==> config.mk <==
export PLATFORM = sky130hd
export DESIGN_NAME = spg_gpio_top
export DESIGN_NICKNAME = d
export VERILOG_FILES = /design/src/rtl/spg_gpio_top.v /design/src/rtl/spg_sync.v /design/src/rtl/spg_pin_drive.v
export VERILOG_INCLUDE_DIRS = /design/src /design/src/rtl
export SDC_FILE = /design/constraint.sdc
export NUM_CORES = 1
export LEC_CHECK = 0
export ABC_AREA = 1
export BUFFER_PORTS_ARGS = -buffer_cell sky130_fd_sc_hd__clkbuf_2
export CORE_ASPECT_RATIO = 0.9
export CORE_MARGIN = 2
export CORE_UTILIZATION = 45
export CTS_CLUSTER_SIZE = 30
export DETAILED_ROUTE_END_ITERATION = 10
export MAX_ROUTING_LAYER = met4
export PLACE_DENSITY_LB_ADDON = 0.05
export SLEW_MARGIN = 20
export SYNTH_ARGS = -nofsm -noshare
export SYNTH_HDL_FRONTEND = slang
export SYNTH_SLANG_ARGS = --single-unit
==> constraint.sdc <==
create_clock -name pclk -period 1.43 [get_ports pclk]
set_input_delay 0.2145 -clock pclk [delete_from_list [all_inputs] [get_ports pclk]]
set_output_delay 0.2145 -clock pclk [all_outputs]
set_load 0.01 [all_outputs]
==> src/rtl/spg_gpio_map.vh <==
// Register indexes, field positions and reset values of the shared-pin GPIO port.
// Assumes it is included by bare name from the rtl/ modules; definitions only.
`ifndef SPG_GPIO_MAP_VH
`define SPG_GPIO_MAP_VH

// ***********************************************************************
// Register indexes (byte address is four times the index)
// ***********************************************************************
`define SPG_IDX_EN0        16'h4400
`define SPG_IDX_DIR0       16'h4401
`define SPG_IDX_DAT0       16'h4402
`define SPG_IDX_EN1        16'h4403
`define SPG_IDX_DIR1       16'h4404
`define SPG_IDX_DAT1       16'h4405
`define SPG_IDX_EN2        16'h4406
`define SPG_IDX_DIR2       16'h4407
`define SPG_IDX_DAT2       16'h4408
`define SPG_IDX_BUS_SEL    16'h4410

// ***********************************************************************
// Field positions and widths
// ***********************************************************************
`define SPG_ADDR_W         18
`define SPG_REG_W          16
`define SPG_SETS           3
`define SPG_FLAT_W         48
`define SPG_PINS           46
`define SPG_BUS_SEL_MODE   0

// ***********************************************************************
// Reset values and mode codes
// ***********************************************************************
`define SPG_EN_RST         16'h0000
`define SPG_DIR_RST        16'h0000
`define SPG_MODE_GPIO      1'b0
`define SPG_MODE_FULL      1'b1
`define SPG_MODE_RST       1'b0
`define SPG_SYNC_RST       1'b0

`endif

==> src/rtl/spg_gpio_top.v <==
// Shared-pin GPIO port: APB register file, pin synchronisers and pin drivers.
// Assumes an APB master on pclk and pins from outside the clock domain.
//
// Function
// Share mode 0 makes every shared pin an individual GPIO pin.
// Share mode 1 hands the pins to memory and host functions.
// Pin indexes: address 3..0, data 19..4, control 20..35, host 36..45.
// Three register sets of three: output enable, direction, data.
// Each enable bit turns that pin's output driver on or off.
// Enable and direction both 1: pin driven from its data bit.
// Enable and direction both 0: data bit reads the pin level.
// Share mode overrides all enable bits.
// Enable 0: pin never drives, input only.
// Software keeps enable and direction equal; otherwise output undefined.
// Direction 1: data bit drives pin; direction 0: data mirrors pin.
// Data registers hold values read from or written to the pins.
// First enable register at 0x4400, bits 15..0, reset 0.
// First direction register at 0x4401, reset 0, pins start as inputs.
// First data register at 0x4402, one bit per pin 0..15.
// After reset each data bit takes its pin's level.
// Disabled or memory/host pins leave the GPIO driver off.
// Pin inputs are synchronised before reaching the data register.
//
// Our own choice: the APB register port.
`include "spg_gpio_map.vh"

module spg_gpio_top #(
  parameter NPIN            = `SPG_PINS,
  parameter [0:0] MODE_RST  = `SPG_MODE_RST
) (
  input  wire                    pclk,
  input  wire                    presetn,
  input  wire                    psel,
  input  wire                    penable,
  input  wire                    pwrite,
  input  wire [`SPG_ADDR_W-1:0]  paddr,
  input  wire [31:0]             pwdata,
  input  wire [3:0]              pstrb,
  output reg  [31:0]             prdata,
  output reg                     pready,
  output reg                     pslverr,
  input  wire [NPIN-1:0]         shared_pin_io_in,
  output wire [NPIN-1:0]         shared_pin_io_out,
  output wire [NPIN-1:0]         shared_pin_io_oe,
  input  wire [NPIN-1:0]         alt_func_out,
  input  wire [NPIN-1:0]         alt_func_oe,
  output reg  [NPIN-1:0]         alt_func_in,
  output reg                     share_mode
);

  localparam FW = `SPG_FLAT_W;
  localparam RW = `SPG_REG_W;

  // ***********************************************************************
  // Helper functions
  // ***********************************************************************

  // Byte-lane merge of a 16-bit register; lanes 2 and 3 carry nothing
  function [RW-1:0] spg_merge;
    input [RW-1:0] old_val;
    input [31:0]   wdata;
    input [3:0]    strb;
    begin
      spg_merge[7:0]  = strb[0] ? wdata[7:0]  : old_val[7:0];
      spg_merge[15:8] = strb[1] ? wdata[15:8] : old_val[15:8];
    end
  endfunction

  // Register index to set number (0..2) and kind (0 en, 1 dir, 2 dat, 3 sel)
  function [4:0] spg_decode;
    input [15:0] idx;
    begin
      case (idx)
        `SPG_IDX_EN0:     spg_decode = 5'b1_00_00;
        `SPG_IDX_DIR0:    spg_decode = 5'b1_00_01;
        `SPG_IDX_DAT0:    spg_decode = 5'b1_00_10;
        `SPG_IDX_EN1:     spg_decode = 5'b1_01_00;
        `SPG_IDX_DIR1:    spg_decode = 5'b1_01_01;
        `SPG_IDX_DAT1:    spg_decode = 5'b1_01_10;
        `SPG_IDX_EN2:     spg_decode = 5'b1_10_00;
        `SPG_IDX_DIR2:    spg_decode = 5'b1_10_01;
        `SPG_IDX_DAT2:    spg_decode = 5'b1_10_10;
        `SPG_IDX_BUS_SEL: spg_decode = 5'b1_00_11;
        default:          spg_decode = 5'b0_00_00;
      endcase
    end
  endfunction

  // ***********************************************************************
  // Pin input synchronisers
  // ***********************************************************************

  wire [NPIN-1:0] pin_sync;
  wire [FW-1:0]   pin_flat;
  wire [FW-1:0]   valid_mask;

  // Pins reach the data register only after two flops
  spg_sync #(
    .W (NPIN)
  ) u_sync (
    .clk   (pclk),
    .rst_n (presetn),
    .d_in  (shared_pin_io_in),
    .q_out (pin_sync)
  );

  assign pin_flat   = {{(FW-NPIN){1'b0}}, pin_sync};
  assign valid_mask = {{(FW-NPIN){1'b0}}, {NPIN{1'b1}}};

  // ***********************************************************************
  // Register state
  // ***********************************************************************

  reg  [FW-1:0] en_reg;
  reg  [FW-1:0] en_next;
  reg  [FW-1:0] dir_reg;
  reg  [FW-1:0] dir_next;
  reg  [FW-1:0] dat_reg;
  reg  [FW-1:0] dat_next;
  reg           mode_reg;
  reg           mode_next;

  // ***********************************************************************
  // APB decode
  // ***********************************************************************

  wire [4:0] dec;
  wire       dec_hit;
  wire [1:0] dec_set;
  wire [1:0] dec_kind;
  wire       setup_phase;
  wire       wr_go;

  assign dec      = spg_decode(paddr[`SPG_ADDR_W-1:2]);
  assign dec_hit  = dec[4];
  assign dec_set  = dec[3:2];
  assign dec_kind = dec[1:0];

  assign setup_phase = psel & ~penable;
  // A write lands only on the completing edge of a mapped access
  assign wr_go = psel & penable & pready & pwrite & ~pslverr;

  // ***********************************************************************
  // Next-state of the register sets
  // ***********************************************************************

  integer k;
  integer b;
  reg [RW-1:0] cur_word;

  always @* begin
    en_next   = en_reg;
    dir_next  = dir_reg;
    dat_next  = dat_reg;
    mode_next = mode_reg;
    cur_word  = {RW{1'b0}};
    for (k = 0; k < `SPG_SETS; k = k + 1) begin
      if (wr_go && dec_set == k[1:0] && dec_kind == 2'd0) begin
        en_next[k*RW +: RW] = spg_merge(en_reg[k*RW +: RW], pwdata, pstrb);
      end
      if (wr_go && dec_set == k[1:0] && dec_kind == 2'd1) begin
        dir_next[k*RW +: RW] = spg_merge(dir_reg[k*RW +: RW], pwdata, pstrb);
      end
      cur_word = dat_reg[k*RW +: RW];
      if (wr_go && dec_set == k[1:0] && dec_kind == 2'd2) begin
        cur_word = spg_merge(dat_reg[k*RW +: RW], pwdata, pstrb);
      end
      dat_next[k*RW +: RW] = cur_word;
    end
    // Input bits follow the pin; a write to them is lost on purpose
    for (b = 0; b < FW; b = b + 1) begin
      if (!dir_reg[b]) begin
        dat_next[b] = pin_flat[b];
      end
    end
    if (wr_go && dec_set == 2'd0 && dec_kind == 2'd3 && pstrb[0]) begin
      mode_next = pwdata[`SPG_BUS_SEL_MODE];
    end
    // Pins beyond NPIN do not exist
    en_next  = en_next & valid_mask;
    dir_next = dir_next & valid_mask;
    dat_next = dat_next & valid_mask;
  end

  always @(posedge pclk or negedge presetn) begin
    if (!presetn) begin
      en_reg   <= {`SPG_EN_RST, `SPG_EN_RST, `SPG_EN_RST};
      dir_reg  <= {`SPG_DIR_RST, `SPG_DIR_RST, `SPG_DIR_RST};
      // Constant under reset; pin level is loaded on the third edge after release
      dat_reg  <= {FW{1'b0}};
      mode_reg <= MODE_RST;
    end else begin
      en_reg   <= en_next;
      dir_reg  <= dir_next;
      dat_reg  <= dat_next;
      mode_reg <= mode_next;
    end
  end

  // ***********************************************************************
  // APB answer
  // ***********************************************************************

  reg [RW-1:0] rd_word;
  reg          rd_err;

  always @* begin
    rd_word = {RW{1'b0}};
    rd_err  = ~dec_hit;
    case (dec_kind)
      2'd0:    rd_word = en_reg[dec_set*RW +: RW];
      2'd1:    rd_word = dir_reg[dec_set*RW +: RW];
      2'd2:    rd_word = dat_reg[dec_set*RW +: RW];
      2'd3:    rd_word = {{(RW-1){1'b0}}, mode_reg};
      default: rd_word = {RW{1'b0}};
    endcase
    if (!dec_hit) begin
      rd_word = {RW{1'b0}};
    end
  end

  // No wait cycle: answer is prepared during setup, ready in the first access cycle
  always @(posedge pclk or negedge presetn) begin
    if (!presetn) begin
      pready  <= 1'b0;
      pslverr <= 1'b0;
      prdata  <= 32'h0000_0000;
    end else begin
      pready <= setup_phase;
      if (setup_phase) begin
        pslverr <= rd_err;
        prdata  <= pwrite ? 32'h0000_0000 : {16'h0000, rd_word};
      end else if (!psel) begin
        pslverr <= 1'b0;
        prdata  <= 32'h0000_0000;
      end
    end
  end

  // ***********************************************************************
  // Pin side
  // ***********************************************************************

  // Vector index n is shared pin n; the pad ring follows the fixed mapping
  spg_pin_drive #(
    .W (NPIN)
  ) u_drive (
    .clk        (pclk),
    .rst_n      (presetn),
    .share_mode (mode_reg),
    .gp_en      (en_reg[NPIN-1:0]),
    .gp_dir     (dir_reg[NPIN-1:0]),
    .gp_dat     (dat_reg[NPIN-1:0]),
    .alt_out    (alt_func_out),
    .alt_oe     (alt_func_oe),
    .pin_out    (shared_pin_io_out),
    .pin_oe     (shared_pin_io_oe)
  );

  always @(posedge pclk or negedge presetn) begin
    if (!presetn) begin
      alt_func_in <= {NPIN{1'b0}};
      share_mode  <= MODE_RST;
    end else begin
      alt_func_in <= pin_sync;
      share_mode  <= mode_reg;
    end
  end

endmodule // spg_gpio_top

==> src/rtl/spg_sync.v <==
// Two-flop synchroniser for a bundle of independent pin levels.
// Assumes each bit is a slow level; no multi-bit coherence is promised.
`include "spg_gpio_map.vh"

module spg_sync #(
  parameter W = 46
) (
  input  wire         clk,
  input  wire         rst_n,
  input  wire [W-1:0] d_in,
  output reg  [W-1:0] q_out
);

  reg [W-1:0] meta_reg;

  // First stage feeds only the second stage
  always @(posedge clk or negedge rst_n) begin
    if (!rst_n) begin
      meta_reg <= {W{`SPG_SYNC_RST}};
      q_out    <= {W{`SPG_SYNC_RST}};
    end else begin
      meta_reg <= d_in;
      q_out    <= meta_reg;
    end
  end

endmodule // spg_sync

==> src/rtl/spg_pin_drive.v <==
// Registered output stage for the shared pins: GPIO or memory/host function.
// Assumes the memory/host logic supplies its own drive and enable per pin.
`include "spg_gpio_map.vh"

module spg_pin_drive #(
  parameter W = 46
) (
  input  wire         clk,
  input  wire         rst_n,
  input  wire         share_mode,
  input  wire [W-1:0] gp_en,
  input  wire [W-1:0] gp_dir,
  input  wire [W-1:0] gp_dat,
  input  wire [W-1:0] alt_out,
  input  wire [W-1:0] alt_oe,
  output reg  [W-1:0] pin_out,
  output reg  [W-1:0] pin_oe
);

  reg [W-1:0] out_next;
  reg [W-1:0] oe_next;

  always @* begin
    if (share_mode == `SPG_MODE_FULL) begin
      // Share mode wins over every enable bit
      out_next = alt_out;
      oe_next  = alt_oe;
    end else begin
      // Enable alone opens the driver; disabled pins float
      oe_next  = gp_en;
      // Enable without direction drives low: avoids echoing the pin back
      out_next = gp_dat & gp_dir & gp_en;
    end
  end

  always @(posedge clk or negedge rst_n) begin
    if (!rst_n) begin
      pin_out <= {W{1'b0}};
      pin_oe  <= {W{1'b0}};
    end else begin
      pin_out <= out_next;
      pin_oe  <= oe_next;
    end
  end

endmodule // spg_pin_drive

After elaboration in Yosys (flattened, before gate mapping) --
Index checks and enable logic that the tools add are counted.
Cells by class: eq/ne operators 108, shifts and indexed selects 3, muxes and demuxes 62, bitwise gates (word level) 10, reduce and logical (&&, ||, !) cells 74
Operators by type and width (count):
- == test 16 x 15 -> 1 bit, second input constant | 10
- variable part select 48 x 7 -> 16 bit | 3
- AND reduction 2 bit | 58
- inequality test 2 x 1 -> 1 bit, second input constant | 47
- AND 46 bit | 2
- 2-to-1 mux 46 bit | 2
- inequality test 2 bit, second input constant | 46
- 2-to-1 mux 16 bit | 4
- 2-to-1 mux 32 bit | 2
- one-hot mux 16 bit (4 select lines) | 1
- one-hot mux 5 bit (10 select lines) | 1
- 2-to-1 mux 1 bit | 48
- 2-to-1 mux 8 bit | 2
- logical AND 1 bit | 14
- 2-to-1 mux 14 bit | 1
- == test 2 bit, second input constant | 3
- 2-to-1 mux 6 bit | 1
- AND 1 bit | 5
- == test 2 x 1 -> 1 bit, second input constant | 2
- zero test 2 bit | 2
- inverter 1 bit | 3
Storage, ports and cells: register bits after elaboration 404, output and inout port bits 173, logic and storage cells 325

Longest topological paths before layout --
word-level depth 8, depth in mapped cells 23, depth with buffers taken out 20

Hierarchy --
Synthesis repeated with hierarchy kept, for this count alone.
Second synthesis, totals: cells, all modules 1794, area total of the unflattened synthesis 15954.1 um^2
By module, submodules not included:
- spg_gpio_top | instances 1, cells an instance 1176, area each 9619.2 um^2
- spg_pin_drive | instances 1, cells an instance 526, area each 4032.6 um^2
- spg_sync | instances 1, cells an instance 92, area each 2302.2 um^2

Worst setup path after synthesis --
OpenSTA, ideal clock, no wires.
kind input to register, start in paddr[16], end reg prdata[15], library setup time 65 ps, arrival time 2692 ps, slack -1327 ps, stages on the path 20, path buffers 4, path through inv_1 nor2_1 nand2_1 nor2_1 buf_4 nand2_1 nand2_1 nor2_1 nand3_1 inv_1 nor2_1 ha_1 clkbuf_1 inv_2 buf_1 clkbuf_1 a221oi_1 o21ai_0 nand2_1 nand2_1
Between the ends: cells in the longest elaborated chain, start to end 7, elaborated cells between the ends (all ways) 22, classes of those cells 13 x eq/ne; 3 x shift; 5 x mux; 1 x reduce/logical
RTL lines:
- start: declaration | line spg_gpio_top.v:36 | input wire [`SPG_ADDR_W-1:0] paddr,
- == test 16 x 15 -> 1 bit | line spg_gpio_top.v:73 | case (idx)
- one-hot mux 5 bit (10 select lines) (*) | line spg_gpio_top.v:73
- variable part select 48 x 7 -> 16 bit (tied with other cells) | line spg_gpio_top.v:213 | 2'd2: rd_word = dat_reg[dec_set*RW +: RW];
- one-hot mux 16 bit (4 select lines) | line spg_gpio_top.v:210 | case (dec_kind)
- 2-to-1 mux 16 bit (*) | line spg_gpio_top.v:217 | if (!dec_hit) begin
- 2-to-1 mux 16 bit (*) | line spg_gpio_top.v:232 | prdata <= pwrite ? 32'h0000_0000 : {16'h0000, rd_word};
- 2-to-1 mux 32 bit (*) | line spg_gpio_top.v:230 | if (setup_phase) begin
- end signal: assignment | line spg_gpio_top.v:232
- end: declaration | line spg_gpio_top.v:39 | output reg [31:0] prdata,
Mark *: on every way between the ends. The rest lies on a longest branch, timed or not. A chain may end at the register's enable or synchronous reset.

Worst setup path in the final report --
start in paddr[13], end reg prdata[0]
Same word-level chain as after synthesis.

==> out/summary.md <==
Compared with the post-synthesis result, the final layout area differs by 56.79%. The final-report max-slew violation count is 0. The final reports fail on negative setup slack. The count of final setup violators is 155, and the combined global-route utilization of all metal layers is 30.56%. Counting flops and latches in the post-synthesis netlist gives 388. Final cell count without fillers: 2842. Cell repeated most along the worst path: sky130_fd_sc_hd__nand2_1. The logs give 2560 for the cell total after placement and 33870 sq um for the area of the core region.

The clock net sink count came out at 388. The main flop type after synthesis is sky130_fd_sc_hd__dfrtp_1. The share of synthesized flip-flops with an asynchronous set or reset was 100.0%; the clock slew seen by the registers of the worst setup and hold paths was 0.07 ns. The number of enable-type register cells in the synthesized netlist is 0. The tools report the wire length of the first global-routing pass as 81830 um. The die is 179.7 um tall. The total routed wirelength was 53990 um; the number of buffers and inverters on the critical path was 6. Entering global routing, the biggest net connects 98 pins. On the critical path the largest part of the delay comes from simple AND/OR/NAND/NOR gates. The final hold violation count is 0. Setup repair after global routing could not meet its margin everywhere.

Counting cells, the worst reg-to-reg path comes to 9. For the clock latency of the later-clocked register in the worst-skew pair, the log shows 0.55 ns. Summed over all nets, the half-perimeter wirelength after detailed placement is 34390 um. The synthesized area per cell works out to 9.094 sq um. By area the synthesized netlist is led by sky130_fd_sc_hd__dfrtp_1 (63%), sky130_fd_sc_hd__nand2_1 (15%), sky130_fd_sc_hd__o21ai_0 (6.7%).

Input and output buffers added on the ports amount to 333. The tools report the cell at the root of the clock tree as sky130_fd_sc_hd__clkbuf_16. For this run, the slowest stage of the critical path takes 0.22 ns. The initial standard-cell utilization of the core came out at 45.59%. The final clock period utilization by the worst path was 146.9%. For the total die area, the log shows 35810 sq um. The synthesized design devotes to its leading area cell type 62.88% of total area. Walking the worst path, the cells encountered are buf_6 > nor2_4 > nand2_2 > nor2_4 > buf_6 > nand3_2 > nand2_2 > nor2_4 > buf_4 > nand2_4 > inv_1 > ha_4 > inv_1 > buf_6 > o22ai_1 > mux2i_2 > nand2_1 > nand3_1 > nand2_1 > nand2_1 > nand2_1. For the overall overflow remaining after global route, the log shows 0.

For the number of warnings reported in the yosys synthesis log, the log shows 0. Prior to clock tree synthesis, the placed netlist has a worst setup slack of -1.443 ns. For this run, the detailed router's first-pass iteration total came to 5. The congestion estimate from routability-driven global placement came to 0.8923. Subtracting the final worst setup slack from the clock period gives 2.101 ns. The via count of the first global-routing pass was 14550; the cell depth of the worst setup path was 21.

In this run, the number of DRC markers left after iteration 0 of detailed routing was 1119. The count of nets after finishing came out at 2551. The run finished, with violations left. The total power density per cell area works out to 1009 nW/um^2. Yosys instantiated no cell more often than sky130_fd_sc_hd__nand2_1. Summing internal, switching and leakage power gives 24.43 mW.

Biggest area consumer among synthesized cells: sky130_fd_sc_hd__dfrtp_1. Data on the critical path arrives at its endpoint at 2.54 ns. Along the worst hold path, the cell count comes to 4.

For the number of design rule violations left after detail routing, the log shows 0. The critical path class was primary input to flop. The worst-case clock skew came out at 0.02231 ns. The logs give 40 for the number of buffers created by CTS and 3 for the largest buffer count on any clock path.

The tools report the maximum achievable frequency as 476.0 MHz. The number of different library cells used by synthesis comes to 30. The slew at the pin closest to its max-slew limit came out at 0.8935 ns.

The cell with the largest stage delay on the worst path was sky130_fd_sc_hd__nor2_4. The setup slack after layout is -0.6710 ns. The clock tree synthesis step divided the H-tree into 2 levels. For this design the static power due to leakage is 11.91 nW. The remaining number of nets flagged by the antenna check after routing was 0; the smallest hold slack was 0.01798 ns. For the maximum resistive drop on vdd, the log shows 1012 uV. The tools report the row count as 64.

Relative slew slack: 40.21%. TritonCTS built the clock tree. STA classifies the critical path endpoint as a flop. In the synthesized netlist, the number of instances is 1698.

The max-cap violation count is 0, and the mean routed wirelength per cell is 19.00 um. The path class of the lowest-slack min-delay path was primary input to flop. In this run the count of I/O pins placed on the die edge is 370. The routed layout has 14660 vias. The required time of the critical path was 1.87 ns.

Detail-routed via count per cell: 5.158. The synthesized netlist occupies a cell area of 15440 sq um. The commonest cells after synthesis are sky130_fd_sc_hd__nand2_1 (597), sky130_fd_sc_hd__dfrtp_1 (388), sky130_fd_sc_hd__o21ai_0 (208). The x dimension of the die was 199.3 um; the number of antenna violations at the first check in global routing was 1. Of the synthesized area, sequential elements account for 62.88%.

In this run the worst path has a maximum fanout of 9. The proportion of layout cells with a drive suffix above 1 was 37.75%. The worst setup path is launched from a primary input.
-- per-stage QoR --
stage	setup TNS, ns	cell area (sq um)	utilization (%)
final	-64.13	24210	71.48
after global routing	-78.00	24210	71.48
after global placement	-172.31	18900	55.79
after CTS	-66.09	23180	68.44
after detailed placement	-174.86	18900	55.79
after floorplan	-95.96	15820	-
-- routing by layer --
layer	track usage, %	part of all wire (%)	vias to the layer above
met4	8.328	2.3	0
met1	43.39	44	7163
met5	-	0	-
li1	-	-	6821
met2	45.07	46	587
met3	5.966	8.0	87
-- final cells by class --
type	count	area, sq um
antenna	1	2.502
clock buffer	54	1135
clock inverter	17	225.2
fill	2518	9662
inverter	113	449.2
multi-input combinational	1140	6636
sequential	388	9713
tap	462	578.1
timing repair buffer	663	5414
timing repair inverter	4	57.56
-- path summary, 6_finish.rpt --
| path | startpoint | to | slack (ns) |
|---|---|---|---|
| worst max-delay path | paddr[13] | prdata[0] | -0.67 |
| worst min-delay path | psel | pready | 0.02 |
| worst max register to register | pslverr | en_reg[9] | -0.32 |
| worst min register to register | u_sync.meta_reg[11] | u_sync.q_out[11] | 0.35 |
| max in group asynchronous | presetn | u_sync.meta_reg[13] | 0.61 |
| min in group asynchronous | presetn | u_drive.pin_oe[20] | 0.08 |
-- what timing repair did --
item	4_1_cts	5_1_grt
setup buffers	29	18
setup endpoints to repair	155	157
hold endpoints to repair	561	0
hold buffers	153	0
gates cloned	12	9
resized for setup	287	299
pin swaps	54	82
-- cell usage in the layout (no fill, tap or decap), types with 8 or more instances in the layout --
master / netlist / routed
sky130_fd_sc_hd__clkinv_2: 0 / 8
sky130_fd_sc_hd__conb_1: 1 / 16
sky130_fd_sc_hd__inv_1: 110 / 99
sky130_fd_sc_hd__a221oi_2: 0 / 9
sky130_fd_sc_hd__o31ai_1: 14 / 14
sky130_fd_sc_hd__buf_6: 4 / 35
sky130_fd_sc_hd__a21oi_1: 42 / 20
sky130_fd_sc_hd__o21ai_0: 208 / 73
sky130_fd_sc_hd__buf_4: 17 / 95
sky130_fd_sc_hd__nand2_4: 0 / 38
sky130_fd_sc_hd__inv_2: 2 / 9
sky130_fd_sc_hd__nand2_1: 597 / 492
sky130_fd_sc_hd__dlygate4sd3_1: 0 / 153
sky130_fd_sc_hd__clkbuf_16: 0 / 47
sky130_fd_sc_hd__buf_12: 0 / 41
sky130_fd_sc_hd__nand3_4: 0 / 21
sky130_fd_sc_hd__dfrtp_1: 388 / 387
sky130_fd_sc_hd__clkbuf_2: 0 / 323
sky130_fd_sc_hd__nor2_4: 0 / 28
sky130_fd_sc_hd__nand3_2: 1 / 45
sky130_fd_sc_hd__nor2_2: 0 / 12
sky130_fd_sc_hd__o21ai_2: 0 / 49
sky130_fd_sc_hd__nor2_1: 84 / 45
sky130_fd_sc_hd__nand2_2: 3 / 70
sky130_fd_sc_hd__o21ai_1: 0 / 86
sky130_fd_sc_hd__a21oi_2: 0 / 22
sky130_fd_sc_hd__nand3_1: 138 / 76
-- cells by family after synthesis --
logic type | after synthesis | share of synthesized area (%)
compound gates | 285 | 9.902
other cells | 1 | 0.02429
mux | 2 | 0.1377
simple gates | 828 | 21.48
buf+inv | 190 | 5.251
flops | 388 | 62.88
fa+ha+maj | 4 | 0.3241
-- worst register-to-register path, stage by stage (launching register included) --
cell	delay, ns
sky130_fd_sc_hd__dfrtp_1	0.40
sky130_fd_sc_hd__inv_2	0.07
sky130_fd_sc_hd__nand4_1	0.15
sky130_fd_sc_hd__buf_4	0.19
sky130_fd_sc_hd__nor3_4	0.22
sky130_fd_sc_hd__buf_12	0.19
sky130_fd_sc_hd__nand3_4	0.12
sky130_fd_sc_hd__buf_16	0.18
sky130_fd_sc_hd__nand2_2	0.06
sky130_fd_sc_hd__o21ai_2	0.05
-- where the power goes --
part	total (mW)	leakage, nW	internal (mW)	switching (mW)
logic	1.95	6.43	0.906	1.04
clock network	10.9	0.676	6.49	4.36
registers	11.6	4.81	11.4	0.267
total	24.4	11.9	18.8	5.67
Power figures use the tool's default switching activity.
